===== src/hdl/ppm_pkg.sv =====
// How it works
// - direction 0 without alternate owner drives the latch bit; analog enable leaves it alone
// - direction 1 reads pin level; analog enabled pins read as zero
// - routed comparator outputs override latch data on port A bits 4 and 5 when those bits are set as outputs
// - clock-out oscillator modes drive the cycle clock, oscillator over four, on bit 6
// - port A bit 6 is general I/O only in three I/O modes, else reads zero
// - port B bits 6 and 7 as inputs get pull-ups while pull-up control is low
// - programming or debug mode disables every other function on its two pins
// - tool drives clock into port B bit 6; bit 7 carries data both ways
// - port B analog pins come up analog when the analog default strap is set
// - second capture/compare signal uses alternate pin when route strap is zero
// - port A bits 3 and 5 reset to analog channels 3 and 4
// - port A bit 5 feeds serial slave select when its direction is input
// - port A bit 4 feeds the transceiver receive input regardless of direction
package ppm_pkg;

	// ============================================================
	// register map (byte addresses)
	localparam int unsigned APB_AW         = 8;
	localparam logic [7:0]  ADDR_PA_LATCH  = 8'h00;
	localparam logic [7:0]  ADDR_PA_DIR    = 8'h04;
	localparam logic [7:0]  ADDR_PB_LATCH  = 8'h08;
	localparam logic [7:0]  ADDR_PB_DIR    = 8'h0C;
	localparam logic [7:0]  ADDR_CONTROL   = 8'h10;
	localparam logic [7:0]  ADDR_PIN_READ  = 8'h14;
	localparam logic [7:0]  ADDR_CONFIG    = 8'h18;

	// ============================================================
	// field layouts
	localparam int unsigned PA_LO          = 3;
	localparam int unsigned PA_W           = 4;
	localparam int unsigned PB_LO          = 6;
	localparam int unsigned PB_W           = 2;
	localparam int unsigned RD_PB_LO       = 14;
	localparam int unsigned CTL_PULLUP_N   = 0;
	localparam int unsigned CTL_CMP1_ROUTE = 1;
	localparam int unsigned CTL_CMP2_ROUTE = 2;
	localparam int unsigned CTL_USB_XCVR   = 3;
	localparam int unsigned CTL_AN3        = 4;
	localparam int unsigned CTL_AN4        = 5;
	localparam int unsigned CTL_PBAN_LO    = 8;
	localparam int unsigned PB_AN_W_DEF    = 5;
	localparam int unsigned CFG_OSC_LO     = 0;
	localparam int unsigned CFG_PIN_READ_B_ANALOG_DEFAULT     = 4;
	localparam int unsigned CFG_CCP_ROUTE  = 5;
	localparam int unsigned CFG_DEBUG      = 6;
	// index of each pin inside its port A or port B vector
	localparam int unsigned IA3            = 0;
	localparam int unsigned IA4            = 1;
	localparam int unsigned IA5            = 2;
	localparam int unsigned IA6            = 3;
	localparam int unsigned IB6            = 0;
	localparam int unsigned IB7            = 1;

	// ============================================================
	// reset values and the alternate route code
	localparam logic [3:0]  RST_PA_LATCH   = 4'h0;
	localparam logic [3:0]  RST_PA_DIR     = 4'hF;
	localparam logic [1:0]  RST_PB_LATCH   = 2'h0;
	localparam logic [1:0]  RST_PB_DIR     = 2'h3;
	localparam logic        RST_PULLUP_N   = 1'b1;
	localparam logic        RST_ANALOG_A   = 1'b1;
	localparam logic        ROUTE_ALT      = 1'b0;

	// ============================================================
	// timing: cycle clock is the core clock over four
	localparam int unsigned CYC_DIV        = 4;
	localparam int unsigned DIV_W          = $clog2(CYC_DIV);

	// ============================================================
	// oscillator modes (codes are the strap encoding)
	typedef enum logic [2:0] {
		OSC_CRYSTAL            = 3'h0,
		OSC_EXT_CLOCK          = 3'h1,
		OSC_EXT_CLOCK_IO       = 3'h2,
		OSC_EXT_CLOCK_PLL      = 3'h3,
		OSC_EXT_CLOCK_PLL_IO   = 3'h4,
		OSC_INT_OSC_IO         = 3'h5,
		OSC_INT_OSC_CLOCKOUT   = 3'h6,
		OSC_RESERVED           = 3'h7
	} ppm_osc_e;

	// ============================================================
	// pin drive carriers
	typedef struct packed {
		logic [PA_W-1:0] out;
		logic [PA_W-1:0] oe;
	} ppm_drive_a_s;

	typedef struct packed {
		logic [PB_W-1:0] out;
		logic [PB_W-1:0] oe;
		logic [PB_W-1:0] pull;
	} ppm_drive_b_s;

	typedef struct packed {
		logic out;
		logic oe;
	} ppm_pin_s;

endpackage


===== src/hdl/ppm_sync.sv =====
`timescale 1ns/1ns
// ============================================================
// two-flop synchroniser, one stage pair per bit
module ppm_sync #(
	parameter int unsigned WIDTH = 1
) (
	input  wire logic             pclk,
	input  wire logic             presetn,
	input  wire logic [WIDTH-1:0] d,
	output logic      [WIDTH-1:0] q
);
	logic [WIDTH-1:0] meta_r;

	// first stage is read only by the second stage
	for (genvar i = 0; i < WIDTH; i++) begin : g_bit
		always_ff @(posedge pclk or negedge presetn) begin
			if (!presetn) begin
				meta_r[i] <= 1'b0;
				q[i]      <= 1'b0;
			end else begin
				meta_r[i] <= d[i];
				q[i]      <= meta_r[i];
			end
		end
	end
endmodule


===== src/hdl/ppm_top.sv =====
// Decided for this implementation: the register offsets and the APB interface to the registers.
`timescale 1ns/1ns
module ppm_top
	import ppm_pkg::*;
#(
	parameter int unsigned PB_AN_W = PB_AN_W_DEF
) (
	input  wire logic               pclk,
	input  wire logic               presetn,
	input  wire logic               psel,
	input  wire logic               penable,
	input  wire logic               pwrite,
	input  wire logic [APB_AW-1:0]  paddr,
	input  wire logic [31:0]        pwdata,
	output logic      [31:0]        prdata,
	output logic                    pready,
	output logic                    pslverr,
	input  wire ppm_osc_e           osc_mode_cfg,
	input  wire logic               pin_read_b_analog_default,
	input  wire logic               ccp_two_route_select,
	input  wire logic               prog_debug_enable,
	input  wire logic [PA_W-1:0]    pa_in,
	output ppm_drive_a_s            pa_drive,
	input  wire logic [PB_W-1:0]    pb_in,
	output ppm_drive_b_s            pb_drive,
	input  wire logic               comparator_one_output,
	input  wire logic               comparator_two_output,
	input  wire logic               capture_compare_two_out,
	input  wire logic               capture_compare_two_oe,
	input  wire logic               prog_data_out,
	input  wire logic               prog_data_oe,
	output ppm_pin_s                ccp_two_alt_pin,
	output ppm_pin_s                ccp_two_default_pin,
	output logic                    timer_zero_clock_in,
	output logic                    transceiver_receive_in,
	output logic                    ssp_slave_select_n,
	output logic                    change_interrupt_two,
	output logic                    change_interrupt_three,
	output logic                    program_clock_in,
	output logic                    program_data_in,
	output logic [1:0]              analog_select_a,
	output logic                    comparator_one_pos_pin,
	output logic [PB_AN_W-1:0]      pin_read_b_analog_en
);

	// ============================================================
	// pin and debug-enable synchronisers
	logic [PA_W-1:0]    pa_s;
	logic [PB_W-1:0]    pb_s;
	logic               dbg_s;

	ppm_sync #(.WIDTH(PA_W + PB_W + 1)) u_sync (
		.pclk    (pclk),
		.presetn (presetn),
		.d       ({prog_debug_enable, pb_in, pa_in}),
		.q       ({dbg_s, pb_s, pa_s})
	);

	// ============================================================
	// straps, caught once at the first edge after reset release
	logic               cfg_valid_r;
	ppm_osc_e           osc_r;
	logic               pin_read_b_analog_default_r;
	logic               ccp_route_r;

	// a constant under reset; the strap level is taken by the clock
	always_ff @(posedge pclk or negedge presetn) begin
		if (!presetn) begin
			cfg_valid_r <= 1'b0;
			osc_r       <= OSC_CRYSTAL;
			pin_read_b_analog_default_r    <= 1'b0;
			ccp_route_r <= 1'b1;
		end else if (!cfg_valid_r) begin
			cfg_valid_r <= 1'b1;
			osc_r       <= osc_mode_cfg;
			pin_read_b_analog_default_r    <= pin_read_b_analog_default;
			ccp_route_r <= ccp_two_route_select;
		end
	end

	// ============================================================
	// oscillator mode decode
	logic               mode_clkout;
	logic               mode_ra6_io;

	assign mode_clkout = (osc_r == OSC_EXT_CLOCK) || (osc_r == OSC_EXT_CLOCK_PLL)
		|| (osc_r == OSC_INT_OSC_CLOCKOUT);
	assign mode_ra6_io = (osc_r == OSC_EXT_CLOCK_IO) || (osc_r == OSC_EXT_CLOCK_PLL_IO)
		|| (osc_r == OSC_INT_OSC_IO);

	// ============================================================
	// cycle clock divider
	logic [DIV_W-1:0]   div_r;

	// free running; its top bit is the core clock over four
	always_ff @(posedge pclk or negedge presetn) begin
		if (!presetn) begin
			div_r <= '0;
		end else begin
			div_r <= div_r + DIV_W'(1);
		end
	end

	// ============================================================
	// apb slave
	logic [PA_W-1:0]    pa_lat_r;
	logic [PA_W-1:0]    pa_dir_r;
	logic [PB_W-1:0]    pb_lat_r;
	logic [PB_W-1:0]    pb_dir_r;
	logic               pullup_n_r;
	logic               cmp1_route_r;
	logic               cmp2_route_r;
	logic               usb_xcvr_r;
	logic               an3_r;
	logic               an4_r;
	logic [PB_AN_W-1:0] pban_r;
	logic [PA_W-1:0]    pin_read_a_r;
	logic [PB_W-1:0]    pin_read_b_r;
	logic               pready_r;
	logic               pslverr_r;
	logic [31:0]        prdata_r;
	logic               apb_acc;
	logic               apb_wr;
	logic [31:0]        rd_nxt;
	logic               hit_nxt;

	assign apb_acc = psel && penable;
	assign apb_wr  = apb_acc && pready_r && pwrite;

	// read mux; unmapped addresses answer zero with an error
	always_comb begin
		rd_nxt  = '0;
		hit_nxt = 1'b1;
		if (paddr == ADDR_PA_LATCH) begin
			rd_nxt[PA_LO +: PA_W] = pa_lat_r;
		end else if (paddr == ADDR_PA_DIR) begin
			rd_nxt[PA_LO +: PA_W] = pa_dir_r;
		end else if (paddr == ADDR_PB_LATCH) begin
			rd_nxt[PB_LO +: PB_W] = pb_lat_r;
		end else if (paddr == ADDR_PB_DIR) begin
			rd_nxt[PB_LO +: PB_W] = pb_dir_r;
		end else if (paddr == ADDR_CONTROL) begin
			rd_nxt[CTL_PULLUP_N]            = pullup_n_r;
			rd_nxt[CTL_CMP1_ROUTE]          = cmp1_route_r;
			rd_nxt[CTL_CMP2_ROUTE]          = cmp2_route_r;
			rd_nxt[CTL_USB_XCVR]            = usb_xcvr_r;
			rd_nxt[CTL_AN3]                 = an3_r;
			rd_nxt[CTL_AN4]                 = an4_r;
			rd_nxt[CTL_PBAN_LO +: PB_AN_W]  = pban_r;
		end else if (paddr == ADDR_PIN_READ) begin
			rd_nxt[PA_LO +: PA_W]           = pin_read_a_r;
			rd_nxt[RD_PB_LO +: PB_W]        = pin_read_b_r;
		end else if (paddr == ADDR_CONFIG) begin
			rd_nxt[CFG_OSC_LO +: 3]         = osc_r;
			rd_nxt[CFG_PIN_READ_B_ANALOG_DEFAULT]              = pin_read_b_analog_default_r;
			rd_nxt[CFG_CCP_ROUTE]           = ccp_route_r;
			rd_nxt[CFG_DEBUG]               = dbg_s;
		end else begin
			hit_nxt = 1'b0;
		end
	end

	// one wait state: pready rises in the second access cycle
	always_ff @(posedge pclk or negedge presetn) begin
		if (!presetn) begin
			pready_r  <= 1'b0;
			pslverr_r <= 1'b0;
			prdata_r  <= '0;
		end else begin
			pready_r  <= apb_acc && !pready_r;
			pslverr_r <= apb_acc && !pready_r && !hit_nxt;
			if (apb_acc && !pready_r && !pwrite) begin
				prdata_r <= rd_nxt;
			end
		end
	end

	// port latch and direction registers
	always_ff @(posedge pclk or negedge presetn) begin
		if (!presetn) begin
			pa_lat_r <= RST_PA_LATCH;
			pa_dir_r <= RST_PA_DIR;
			pb_lat_r <= RST_PB_LATCH;
			pb_dir_r <= RST_PB_DIR;
		end else if (apb_wr) begin
			if (paddr == ADDR_PA_LATCH) begin
				pa_lat_r <= pwdata[PA_LO +: PA_W];
			end else if (paddr == ADDR_PA_DIR) begin
				pa_dir_r <= pwdata[PA_LO +: PA_W];
			end else if (paddr == ADDR_PB_LATCH) begin
				pb_lat_r <= pwdata[PB_LO +: PB_W];
			end else if (paddr == ADDR_PB_DIR) begin
				pb_dir_r <= pwdata[PB_LO +: PB_W];
			end
		end
	end

	// control register; port B analog field reloads from the strap
	always_ff @(posedge pclk or negedge presetn) begin
		if (!presetn) begin
			pullup_n_r   <= RST_PULLUP_N;
			cmp1_route_r <= 1'b0;
			cmp2_route_r <= 1'b0;
			usb_xcvr_r   <= 1'b0;
			an3_r        <= RST_ANALOG_A;
			an4_r        <= RST_ANALOG_A;
			pban_r       <= '0;
		end else if (!cfg_valid_r) begin
			pban_r       <= {PB_AN_W{pin_read_b_analog_default}};
		end else if (apb_wr && (paddr == ADDR_CONTROL)) begin
			pullup_n_r   <= pwdata[CTL_PULLUP_N];
			cmp1_route_r <= pwdata[CTL_CMP1_ROUTE];
			cmp2_route_r <= pwdata[CTL_CMP2_ROUTE];
			usb_xcvr_r   <= pwdata[CTL_USB_XCVR];
			an3_r        <= pwdata[CTL_AN3];
			an4_r        <= pwdata[CTL_AN4];
			pban_r       <= pwdata[CTL_PBAN_LO +: PB_AN_W];
		end
	end

	// ============================================================
	// port A drive: alternate outputs first, then the gated latch
	logic [PA_W-1:0]    alt_en;
	logic [PA_W-1:0]    alt_val;
	logic [PA_W-1:0]    gpio_ok;
	logic [PA_W-1:0]    pa_out_r;
	logic [PA_W-1:0]    pa_oe_r;

	// comparators only own a pin set as output; clock-out ignores it
	always_comb begin
		alt_en       = '0;
		alt_val      = '0;
		gpio_ok      = '1;
		alt_en[IA4]  = cmp1_route_r && !pa_dir_r[IA4];
		alt_val[IA4] = comparator_one_output;
		alt_en[IA5]  = cmp2_route_r && !pa_dir_r[IA5];
		alt_val[IA5] = comparator_two_output;
		alt_en[IA6]  = mode_clkout;
		alt_val[IA6] = div_r[DIV_W-1];
		gpio_ok[IA6] = mode_ra6_io;
	end

	for (genvar i = 0; i < PA_W; i++) begin : g_pa
		// analog enable is not looked at: digital output stays intact
		always_ff @(posedge pclk or negedge presetn) begin
			if (!presetn) begin
				pa_out_r[i] <= 1'b0;
				pa_oe_r[i]  <= 1'b0;
			end else if (alt_en[i]) begin
				pa_out_r[i] <= alt_val[i];
				pa_oe_r[i]  <= 1'b1;
			end else begin
				pa_out_r[i] <= pa_lat_r[i] && gpio_ok[i];
				pa_oe_r[i]  <= !pa_dir_r[i] && gpio_ok[i];
			end
		end
	end

	assign pa_drive = '{out: pa_out_r, oe: pa_oe_r};

	// ============================================================
	// port B bits 6/7: debug owns both pins when enabled
	logic [PB_W-1:0]    pb_out_r;
	logic [PB_W-1:0]    pb_oe_r;
	logic [PB_W-1:0]    pb_pull_r;

	// clock pin is input only in debug; data pin follows the tool's engine
	always_ff @(posedge pclk or negedge presetn) begin
		if (!presetn) begin
			pb_out_r  <= '0;
			pb_oe_r   <= '0;
			pb_pull_r <= '0;
		end else if (dbg_s) begin
			pb_out_r  <= {prog_data_out, 1'b0};
			pb_oe_r   <= {prog_data_oe, 1'b0};
			pb_pull_r <= '0;
		end else begin
			pb_out_r  <= pb_lat_r;
			pb_oe_r   <= ~pb_dir_r;
			pb_pull_r <= pb_dir_r & {PB_W{!pullup_n_r}};
		end
	end

	assign pb_drive = '{out: pb_out_r, oe: pb_oe_r, pull: pb_pull_r};

	// ============================================================
	// port reads and inputs to peripherals
	logic [PA_W-1:0]    a_dig_off;

	// analog pins and a claimed bit 6 read as zero
	assign a_dig_off = {!mode_ra6_io, an4_r, 1'b0, an3_r};

	always_ff @(posedge pclk or negedge presetn) begin
		if (!presetn) begin
			pin_read_a_r <= '0;
			pin_read_b_r <= '0;
		end else begin
			pin_read_a_r <= pa_s & ~a_dig_off;
			pin_read_b_r <= dbg_s ? '0 : pb_s;
		end
	end

	// peripheral feeds; debug mode keeps port B functions quiet
	always_ff @(posedge pclk or negedge presetn) begin
		if (!presetn) begin
			timer_zero_clock_in    <= 1'b0;
			transceiver_receive_in <= 1'b0;
			ssp_slave_select_n     <= 1'b1;
			change_interrupt_two   <= 1'b0;
			change_interrupt_three <= 1'b0;
			program_clock_in       <= 1'b0;
			program_data_in        <= 1'b0;
		end else begin
			timer_zero_clock_in    <= pa_dir_r[IA4] && pa_s[IA4];
			transceiver_receive_in <= usb_xcvr_r && pa_s[IA4];
			ssp_slave_select_n     <= !pa_dir_r[IA5] || pa_s[IA5];
			change_interrupt_two   <= !dbg_s && pb_dir_r[IB6] && pb_s[IB6];
			change_interrupt_three <= !dbg_s && pb_dir_r[IB7] && pb_s[IB7];
			program_clock_in       <= dbg_s && pb_s[IB6];
			program_data_in        <= dbg_s && pb_s[IB7];
		end
	end

	// analog selects and capture/compare routing
	always_ff @(posedge pclk or negedge presetn) begin
		if (!presetn) begin
			analog_select_a        <= '0;
			comparator_one_pos_pin <= 1'b0;
			pin_read_b_analog_en        <= '0;
			ccp_two_alt_pin        <= '0;
			ccp_two_default_pin    <= '0;
		end else begin
			analog_select_a        <= {an4_r, an3_r};
			comparator_one_pos_pin <= an3_r;
			pin_read_b_analog_en        <= pban_r;
			if (ccp_route_r == ROUTE_ALT) begin
				ccp_two_alt_pin     <= '{out: capture_compare_two_out,
					oe: capture_compare_two_oe};
				ccp_two_default_pin <= '0;
			end else begin
				ccp_two_alt_pin     <= '0;
				ccp_two_default_pin <= '{out: capture_compare_two_out,
					oe: capture_compare_two_oe};
			end
		end
	end

	assign prdata  = prdata_r;
	assign pready  = pready_r;
	assign pslverr = pslverr_r;
endmodule


===== config.mk =====
export PLATFORM = sky130hd
export DESIGN_NAME = ppm_top
export DESIGN_NICKNAME = d
export VERILOG_FILES = /design/src/hdl/ppm_pkg.sv /design/src/hdl/ppm_sync.sv /design/src/hdl/ppm_top.sv
export SDC_FILE = /design/constraint.sdc
export NUM_CORES = 1
export LEC_CHECK = 0
export BUFFER_PORTS_ARGS = -buffer_cell sky130_fd_sc_hd__buf_4
export CORE_MARGIN = 8
export CORE_UTILIZATION = 54
export CTS_CLUSTER_SIZE = 16
export DETAILED_ROUTE_END_ITERATION = 7
export GPL_ROUTABILITY_DRIVEN = 0
export PLACE_DENSITY = 0.85
export SETUP_SLACK_MARGIN = 0.4
export SLEW_MARGIN = 20
export SYNTH_ARGS = -nofsm -noshare
export SYNTH_HDL_FRONTEND = slang
export SYNTH_SLANG_ARGS = --single-unit

===== constraint.sdc =====
create_clock -name pclk -period 2.1 [get_ports pclk]
set_input_delay 0 -clock pclk [delete_from_list [all_inputs] [get_ports pclk]]
set_output_delay 0 -clock pclk [all_outputs]
set_load 0.02 [all_outputs]

==> results of run 1 <==
## cell families after synthesis
kind of cell | share of synthesized area
flip-flops | 0.652
AND/OR/NAND/NOR | 0.118
AO/OA/AOI/OAI | 0.0772
buffers and inverters | 0.0535
multiplexers | 0.0944
other | 0.00195
XOR/XNOR | 0.00227
## report_power, final
part | switching (W) | leakage, nW | internal, W
clock network | 0.000649 | 0.113 | 0.000793
registers | 0.0000543 | 1.24 | 0.00201
logic | 0.000230 | 1.19 | 0.000214
total | 0.000933 | 2.55 | 0.00302
## tightest hold or removal path: stages
cell     delay (ns)
buf_4          0.15
nand4_1        0.10
o21ai_0        0.08
## flip-flops by register name, summed over array words and instances (netlist names), 3 cells and up
| name | count |
|---|---|
| pa_lat_r | 4 |
| pin_read_a_r | 4 |
| pa_dir_r | 4 |
| u_sync.q | 7 |
| osc_r | 3 |
| pa_drive | 8 |
| pin_read_b_analog_en | 5 |
| pban_r | 5 |
| prdata | 15 |
| u_sync.meta_r | 7 |
## per-layer routing
layer  track usage  routed length (µm)  vias to the layer above
met3        0.0483                 640                       15
li1              -                   -                     1259
met4         0.102                 176                        0
met2         0.300                4560                       97
met5             0                   0                        -
met1         0.211                3400                     1339
## Yosys cell counts, types with 8 or more instances
cell,count
buf_4,18
nor2_1,8
o21ai_0,9
nor2b_1,9
dfstp_2,11
mux2_2,27
dfrtp_1,89
nand2_1,23
inv_1,9
a22o_1,8
## layout make-up
cell class | instances | area [µm²]
Fill cell | 472 | 1800
Clock buffer | 10 | 128
Clock inverter | 6 | 114
Tap cell | 99 | 124
Multi-Input combinational cell | 174 | 1220
Inverter | 9 | 33.8
Timing Repair Buffer | 139 | 1150
Sequential cell | 100 | 2520
Antenna cell | 1 | 2.50
## path summary, 6_finish.rpt
kind / slack [ns] / end
min in group asynchronous: 0.14 / osc_r[1]
min reg2reg: 0.34 / u_sync.q[4]
max in group asynchronous: 1.24 / pb_dir_r[1]
max: 0.42 / pb_dir_r[1]
min: 0.009 / prdata[14]
max reg2reg: 0.42 / pb_dir_r[1]
## repair_timing
action / CTS / global route
hold buffers: 39 / 0
resized for setup: 2 / 5
endpoints found under the setup margin: 5 / 19
hold endpoints to repair: 87 / 0
pin swaps: 0 / 0
## through the flow
step                hold slack, ns  power, W  area (µm²)   util
finish                     0.00937   0.00395        5290  0.746
global route                0.0188   0.00410        5290  0.746
CTS                        0.00193   0.00398        5270  0.743
detailed placement         0.00528   0.00249        4630  0.653
global placement          -0.00650   0.00247        4630  0.653
floorplan                   -0.296   0.00229        3920      -
==> summary.txt, run 1 <==
Yosys
  – Top cell type's share of synthesized area: 0.577
  – Main synth FF type: dfrtp_1
  – Synth warnings: 0
  – Post-synth top area cell: dfrtp_1
  – Synth Register Bits: 100
  – Synth area leaders: dfrtp_1 (58%), mux2_2 (7.9%), dfstp_2 (7.5%)
  – Distinct cells, synth: 48
  – Sequential share of the synthesized area: 0.652
  – Async set or reset register ratio after synthesis: 1.00
  – Post-Syn Instances: 293
  – Synthesized area per cell: 13.2 µm²
  – EDFF count, synth: 0
  – Mapped Area: 0.00386 mm²

Die
  – DIE AREA: 0.0101 mm²
  – Core area: roughly 0.0071 mm²
  – Die X: roughly 100 µm
  – IO Pins: 130
  – Die height: approximately 100 µm
  – Std-Cell Rows: 31
  – Initial Utilization: 0.543

Detailed routing
  – Total length of routed wires: 8780 µm
  – Starting DRT DRC Count: 83
  – DR WL/cell: roughly 16 µm
  – Via count: ~2700
  – Via density: approximately 5.0
  – Final ANT Viol Nets: 0
  – Pre-antenna DRT Iters: 4
  – Drc violations: 0

Worst setup path
  – Worst-path maximum fanout: 6
  – Levels on crit path: 4
  – Crit Path Class: reg2reg
  – WP buf/inv: 0
  – Critical path arrival: 1.98 ns
  – RR Startpoint: pready
  – Top cell family by delay on the critical path: simple AND/OR/NAND/NOR gates
  – Crit-path cells: nand4_1, or2_4, or3_4, mux2_4
  – Crit. End Element: flop
  – Startpoint Class: flop
  – Setup crit start: pready
  – R2R cell count: 4
  – Crit path max-delay cell type: dfrtp_1
  – Critical path data required time: approximately 2.4 ns
  – CP peak stage delay: roughly 0.45 ns

CTS
  – Clock latency on the worst-skew pair: between 0.3 and 0.4 ns
  – CTS H-tree depth: 3
  – Clk buf depth: 2
  – Clock Sinks: 100
  – # Post-CTS Setup Buffers: 0
  – Clk root buf: clkbuf_8
  – TritonCTS Buffers: 9
  – TritonCTS clock tree: done
  – Clock transition at the registers of the reported paths: ~0.090 ns

Cells and area
  – Commonest non-fill, non-tap cell in the layout: buf_4
  – Final Instance Count excl. Fillers: between 500 and 600
  – Final nets: roughly 500
  – Share of layout cells above drive strength 1: 0.386
  – Most frequent cells in the layout: buf_4 (99), dfrtp_1 (89), dlygate4sd3_1 (39)
  – Layout Area Growth over Synthesis: 37.2%

GRT
  – Initial antenna violation count: 1
  – Gr usage total: 0.182
  – Vias in the first global route: approximately 2800
  – First-pass GRT wire length: 14100 µm
  – Largest net degree at the start of global routing: 62
  – Grt total ovfl: 0

STA
  – Final setup vio count: 0
  – RSZ-0062 raised after global routing: yes
  – Relative slew slack: 0.664
  – Fmax: ~0.59 GHz
  – Max-slew violations: 0
  – Hold Fails Final Rpt: 0
  – TNS Setup: 0 ns
  – Layout Skew: 0.00899 ns
  – Crit share post-route: 0.802
  – Final setup margin: 0.417 ns
  – Minimum clock period: approximately 1.7 ns
  – Transition time of the tightest slew-check pin: ~0.50 ns

Min path
  – Worst Min Path Start: paddr[4]
  – Hold path cells: 3
  – Hold crit path type: in2reg

Place
  – HPWL after DPL: about 6400 µm
  – Placed insts: 482
  – Setup Slack @ Placement: between 0.1 and 0.15 ns
  – Port buffer count: 93

Pwr
  – PD cells: between 700 and 800 mW/mm²
  – Leak: approximately 2.5 nW
  – Worst vdd ir: between 0.0004 and 0.0005 V

Run
  – Max Cap Viol: 0

Status
  – Status: finished, final reports clean
Note: power is estimated with default switching activity, not from simulation.
==> run 2: changes to the inputs <==
--- a/config.mk
+++ b/config.mk
@@ -7,11 +7,11 @@
 export LEC_CHECK = 0
 export BUFFER_PORTS_ARGS = -buffer_cell sky130_fd_sc_hd__buf_4
 export CORE_MARGIN = 8
-export CORE_UTILIZATION = 54
+export CORE_UTILIZATION = 50
 export CTS_CLUSTER_SIZE = 16
 export DETAILED_ROUTE_END_ITERATION = 7
 export GPL_ROUTABILITY_DRIVEN = 0
-export PLACE_DENSITY = 0.85
+export PLACE_DENSITY = 0.79
 export SETUP_SLACK_MARGIN = 0.4
 export SLEW_MARGIN = 20
 export SYNTH_ARGS = -nofsm -noshare
==> constraint.sdc (replaced) <==
create_clock -name pclk -period 1.71 [get_ports pclk]
set_input_delay 0 -clock pclk [delete_from_list [all_inputs] [get_ports pclk]]
set_output_delay 0 -clock pclk [all_outputs]
set_load 0.02 [all_outputs]
==> run 2 against run 1 <==
Compared with the run above:
- design area is 2.6% higher
- clock skew up 0.0040 ns
- sequential power increased by 22%
- critical path depth unchanged
- highest routed layer unchanged
==> summary.txt, run 2 (synthesized netlist as in run 1, its figures left out) <==
STA
  – Fmax: ~0.64 GHz
  – Layout Skew: about 0.013 ns
  – TNS Setup: 0 ns
  – Minimum clock period: 1.56 ns
  – Relative slew slack: 0.625
  – Hold Fails Final Rpt: 0
  – Max-slew violations: 0
  – Final setup vio count: 0
  – Transition time of the tightest slew-check pin: 0.558 ns
  – Crit share post-route: 0.914
  – Final setup margin: approximately 0.15 ns
  – RSZ-0062 raised after global routing: yes

Detailed routing
  – Via density: around 5.0
  – DR WL/cell: ~17 µm
  – Drc violations: 0
  – Final ANT Viol Nets: 0
  – Pre-antenna DRT Iters: 4
  – Via count: around 2800
  – Starting DRT DRC Count: 93
  – Total length of routed wires: 9410 µm

CTS
  – Clock Sinks: 100
  – CTS H-tree depth: 3
  – Clock latency on the worst-skew pair: 0.36 ns
  – Clock transition at the registers of the reported paths: about 0.090 ns
  – Clk buf depth: 2
  – TritonCTS clock tree: done
  – Clk root buf: clkbuf_8
  – TritonCTS Buffers: 9

Cells and area
  – Share of layout cells above drive strength 1: 0.424
  – Layout Area Growth over Synthesis: 40.8%
  – Most frequent cells in the layout: buf_4 (112), dfrtp_1 (88), dlygate4sd3_1 (36)
  – Antenna Cells: 0
  – Max FFs per register: 15
  – Final instance area: between 0.005 and 0.006 mm²
  – FF+latch area: around 0.0025 mm²
  – Commonest non-fill, non-tap cell in the layout: buf_4
  – Final nets: approximately 510
  – Fill cells: between 500 and 600
  – Area of the multi-input gates: 0.00133 mm²

Die
  – IO Pins: 130
  – Initial Utilization: 0.507
  – Die height: approximately 100 µm
  – DIE AREA: 0.0108 mm²
  – Die X: 104 µm
  – Std-Cell Rows: 32
  – Core area: 0.00761 mm²

Place
  – Setup Slack @ Placement: roughly 0.033 ns
  – Port buffer count: 93
  – HPWL after DPL: approximately 6400 µm
  – DP Area: ~0.0047 mm²

GRT
  – Initial antenna violation count: 0
  – Gr usage total: 0.169
  – First-pass GRT wire length: around 15000 µm
  – Grt total ovfl: 0
  – Largest net degree at the start of global routing: 44
  – Vias in the first global route: between 2000 and 3000

Worst setup path
  – Critical path data required time: approximately 2.0 ns
  – Crit-path cells: nand4_1, or2_4, or3_4, mux2_4
  – Top cell family by delay on the critical path: simple AND/OR/NAND/NOR gates
  – CP peak stage delay: between 0.3 and 0.4 ns
  – Critical path arrival: around 1.8 ns
  – WP buf/inv: 0
  – Startpoint Class: flop
  – Worst-path maximum fanout: 4
  – Crit. End Element: flop
  – Crit path max-delay cell type: dfrtp_2
  – Crit Path Class: reg2reg

Pwr
  – Leak: 2.67 nW
  – Worst vdd ir: about 0.00046 V
  – PD cells: between 800 and 900 mW/mm²

Run
  – Max Cap Viol: 0

Status
  – Status: finished, final reports clean

Min path
  – Hold crit path type: in2reg
[run 2: per-stage QoR]
step,hold slack [ns],std cells,total power (W),utilization
3_5_place_dp,0.0212,495,0.00307,0.623
6_report,0.0216,553,0.00445,0.714
3_3_place_gp,0.00662,495,0.00305,0.623
2_1_floorplan,-0.296,309,0.00282,-
5_1_grt,0.0430,553,0.00463,0.714
4_1_cts,0.0101,551,0.00445,0.701
[run 2: routing by layer]
metal | track usage | part of all wire | vias to the layer above
met4 | 0.0786 | 0.019 | 0
met1 | 0.211 | 0.40 | 1383
met5 | 0 | 0 | -
li1 | - | - | 1286
met3 | 0.0421 | 0.066 | 15
met2 | 0.271 | 0.51 | 104
[run 2: final cells by class]
cell class | instances | share of cell area
multi-input combinational | 174 | 0.244
sequential | 100 | 0.463
inverter | 9 | 0.00622
clock inverter | 4 | 0.00484
clock buffer | 12 | 0.0267
tap | 102 | 0.0235
timing repair buffer | 152 | 0.231
[run 2: path summary, 6_finish.rpt]
check,from,end,slack [ns],cells past startpoint
worst min-delay path,paddr[6],prdata[3],0.02,4
worst max-delay path,pready,pb_dir_r[0],0.15,4
worst max register to register,pready,pb_dir_r[0],0.15,4
max in group asynchronous,presetn,pa_dir_r[3],0.87,3
min in group asynchronous,presetn,ccp_two_default_pin[1],0.16,2
worst min register to register,u_sync.meta_r[3],u_sync.q[3],0.35,0
[run 2: tightest hold or removal path: stages]
cell     delay [ns]
buf_4          0.10
nor3_1         0.09
nand4_1        0.08
o21ai_1        0.07
[run 2: where the power goes]
group,leakage [nW],internal (W),switching [W]
Sequential,1.24,0.00247,0.0000628
Clock,0.0863,0.000568,0.000752
Combinational,1.34,0.000293,0.000305
[run 2: what timing repair did]
action | CTS | global route
buffers inserted | 4 | 2
endpoints found under the hold margin | 86 | 0
pin swaps | 2 | 12
gates resized for setup | 8 | 20
cloned | 0 | 0
setup endpoints to repair | 33 | 38
hold buffers | 36 | 0
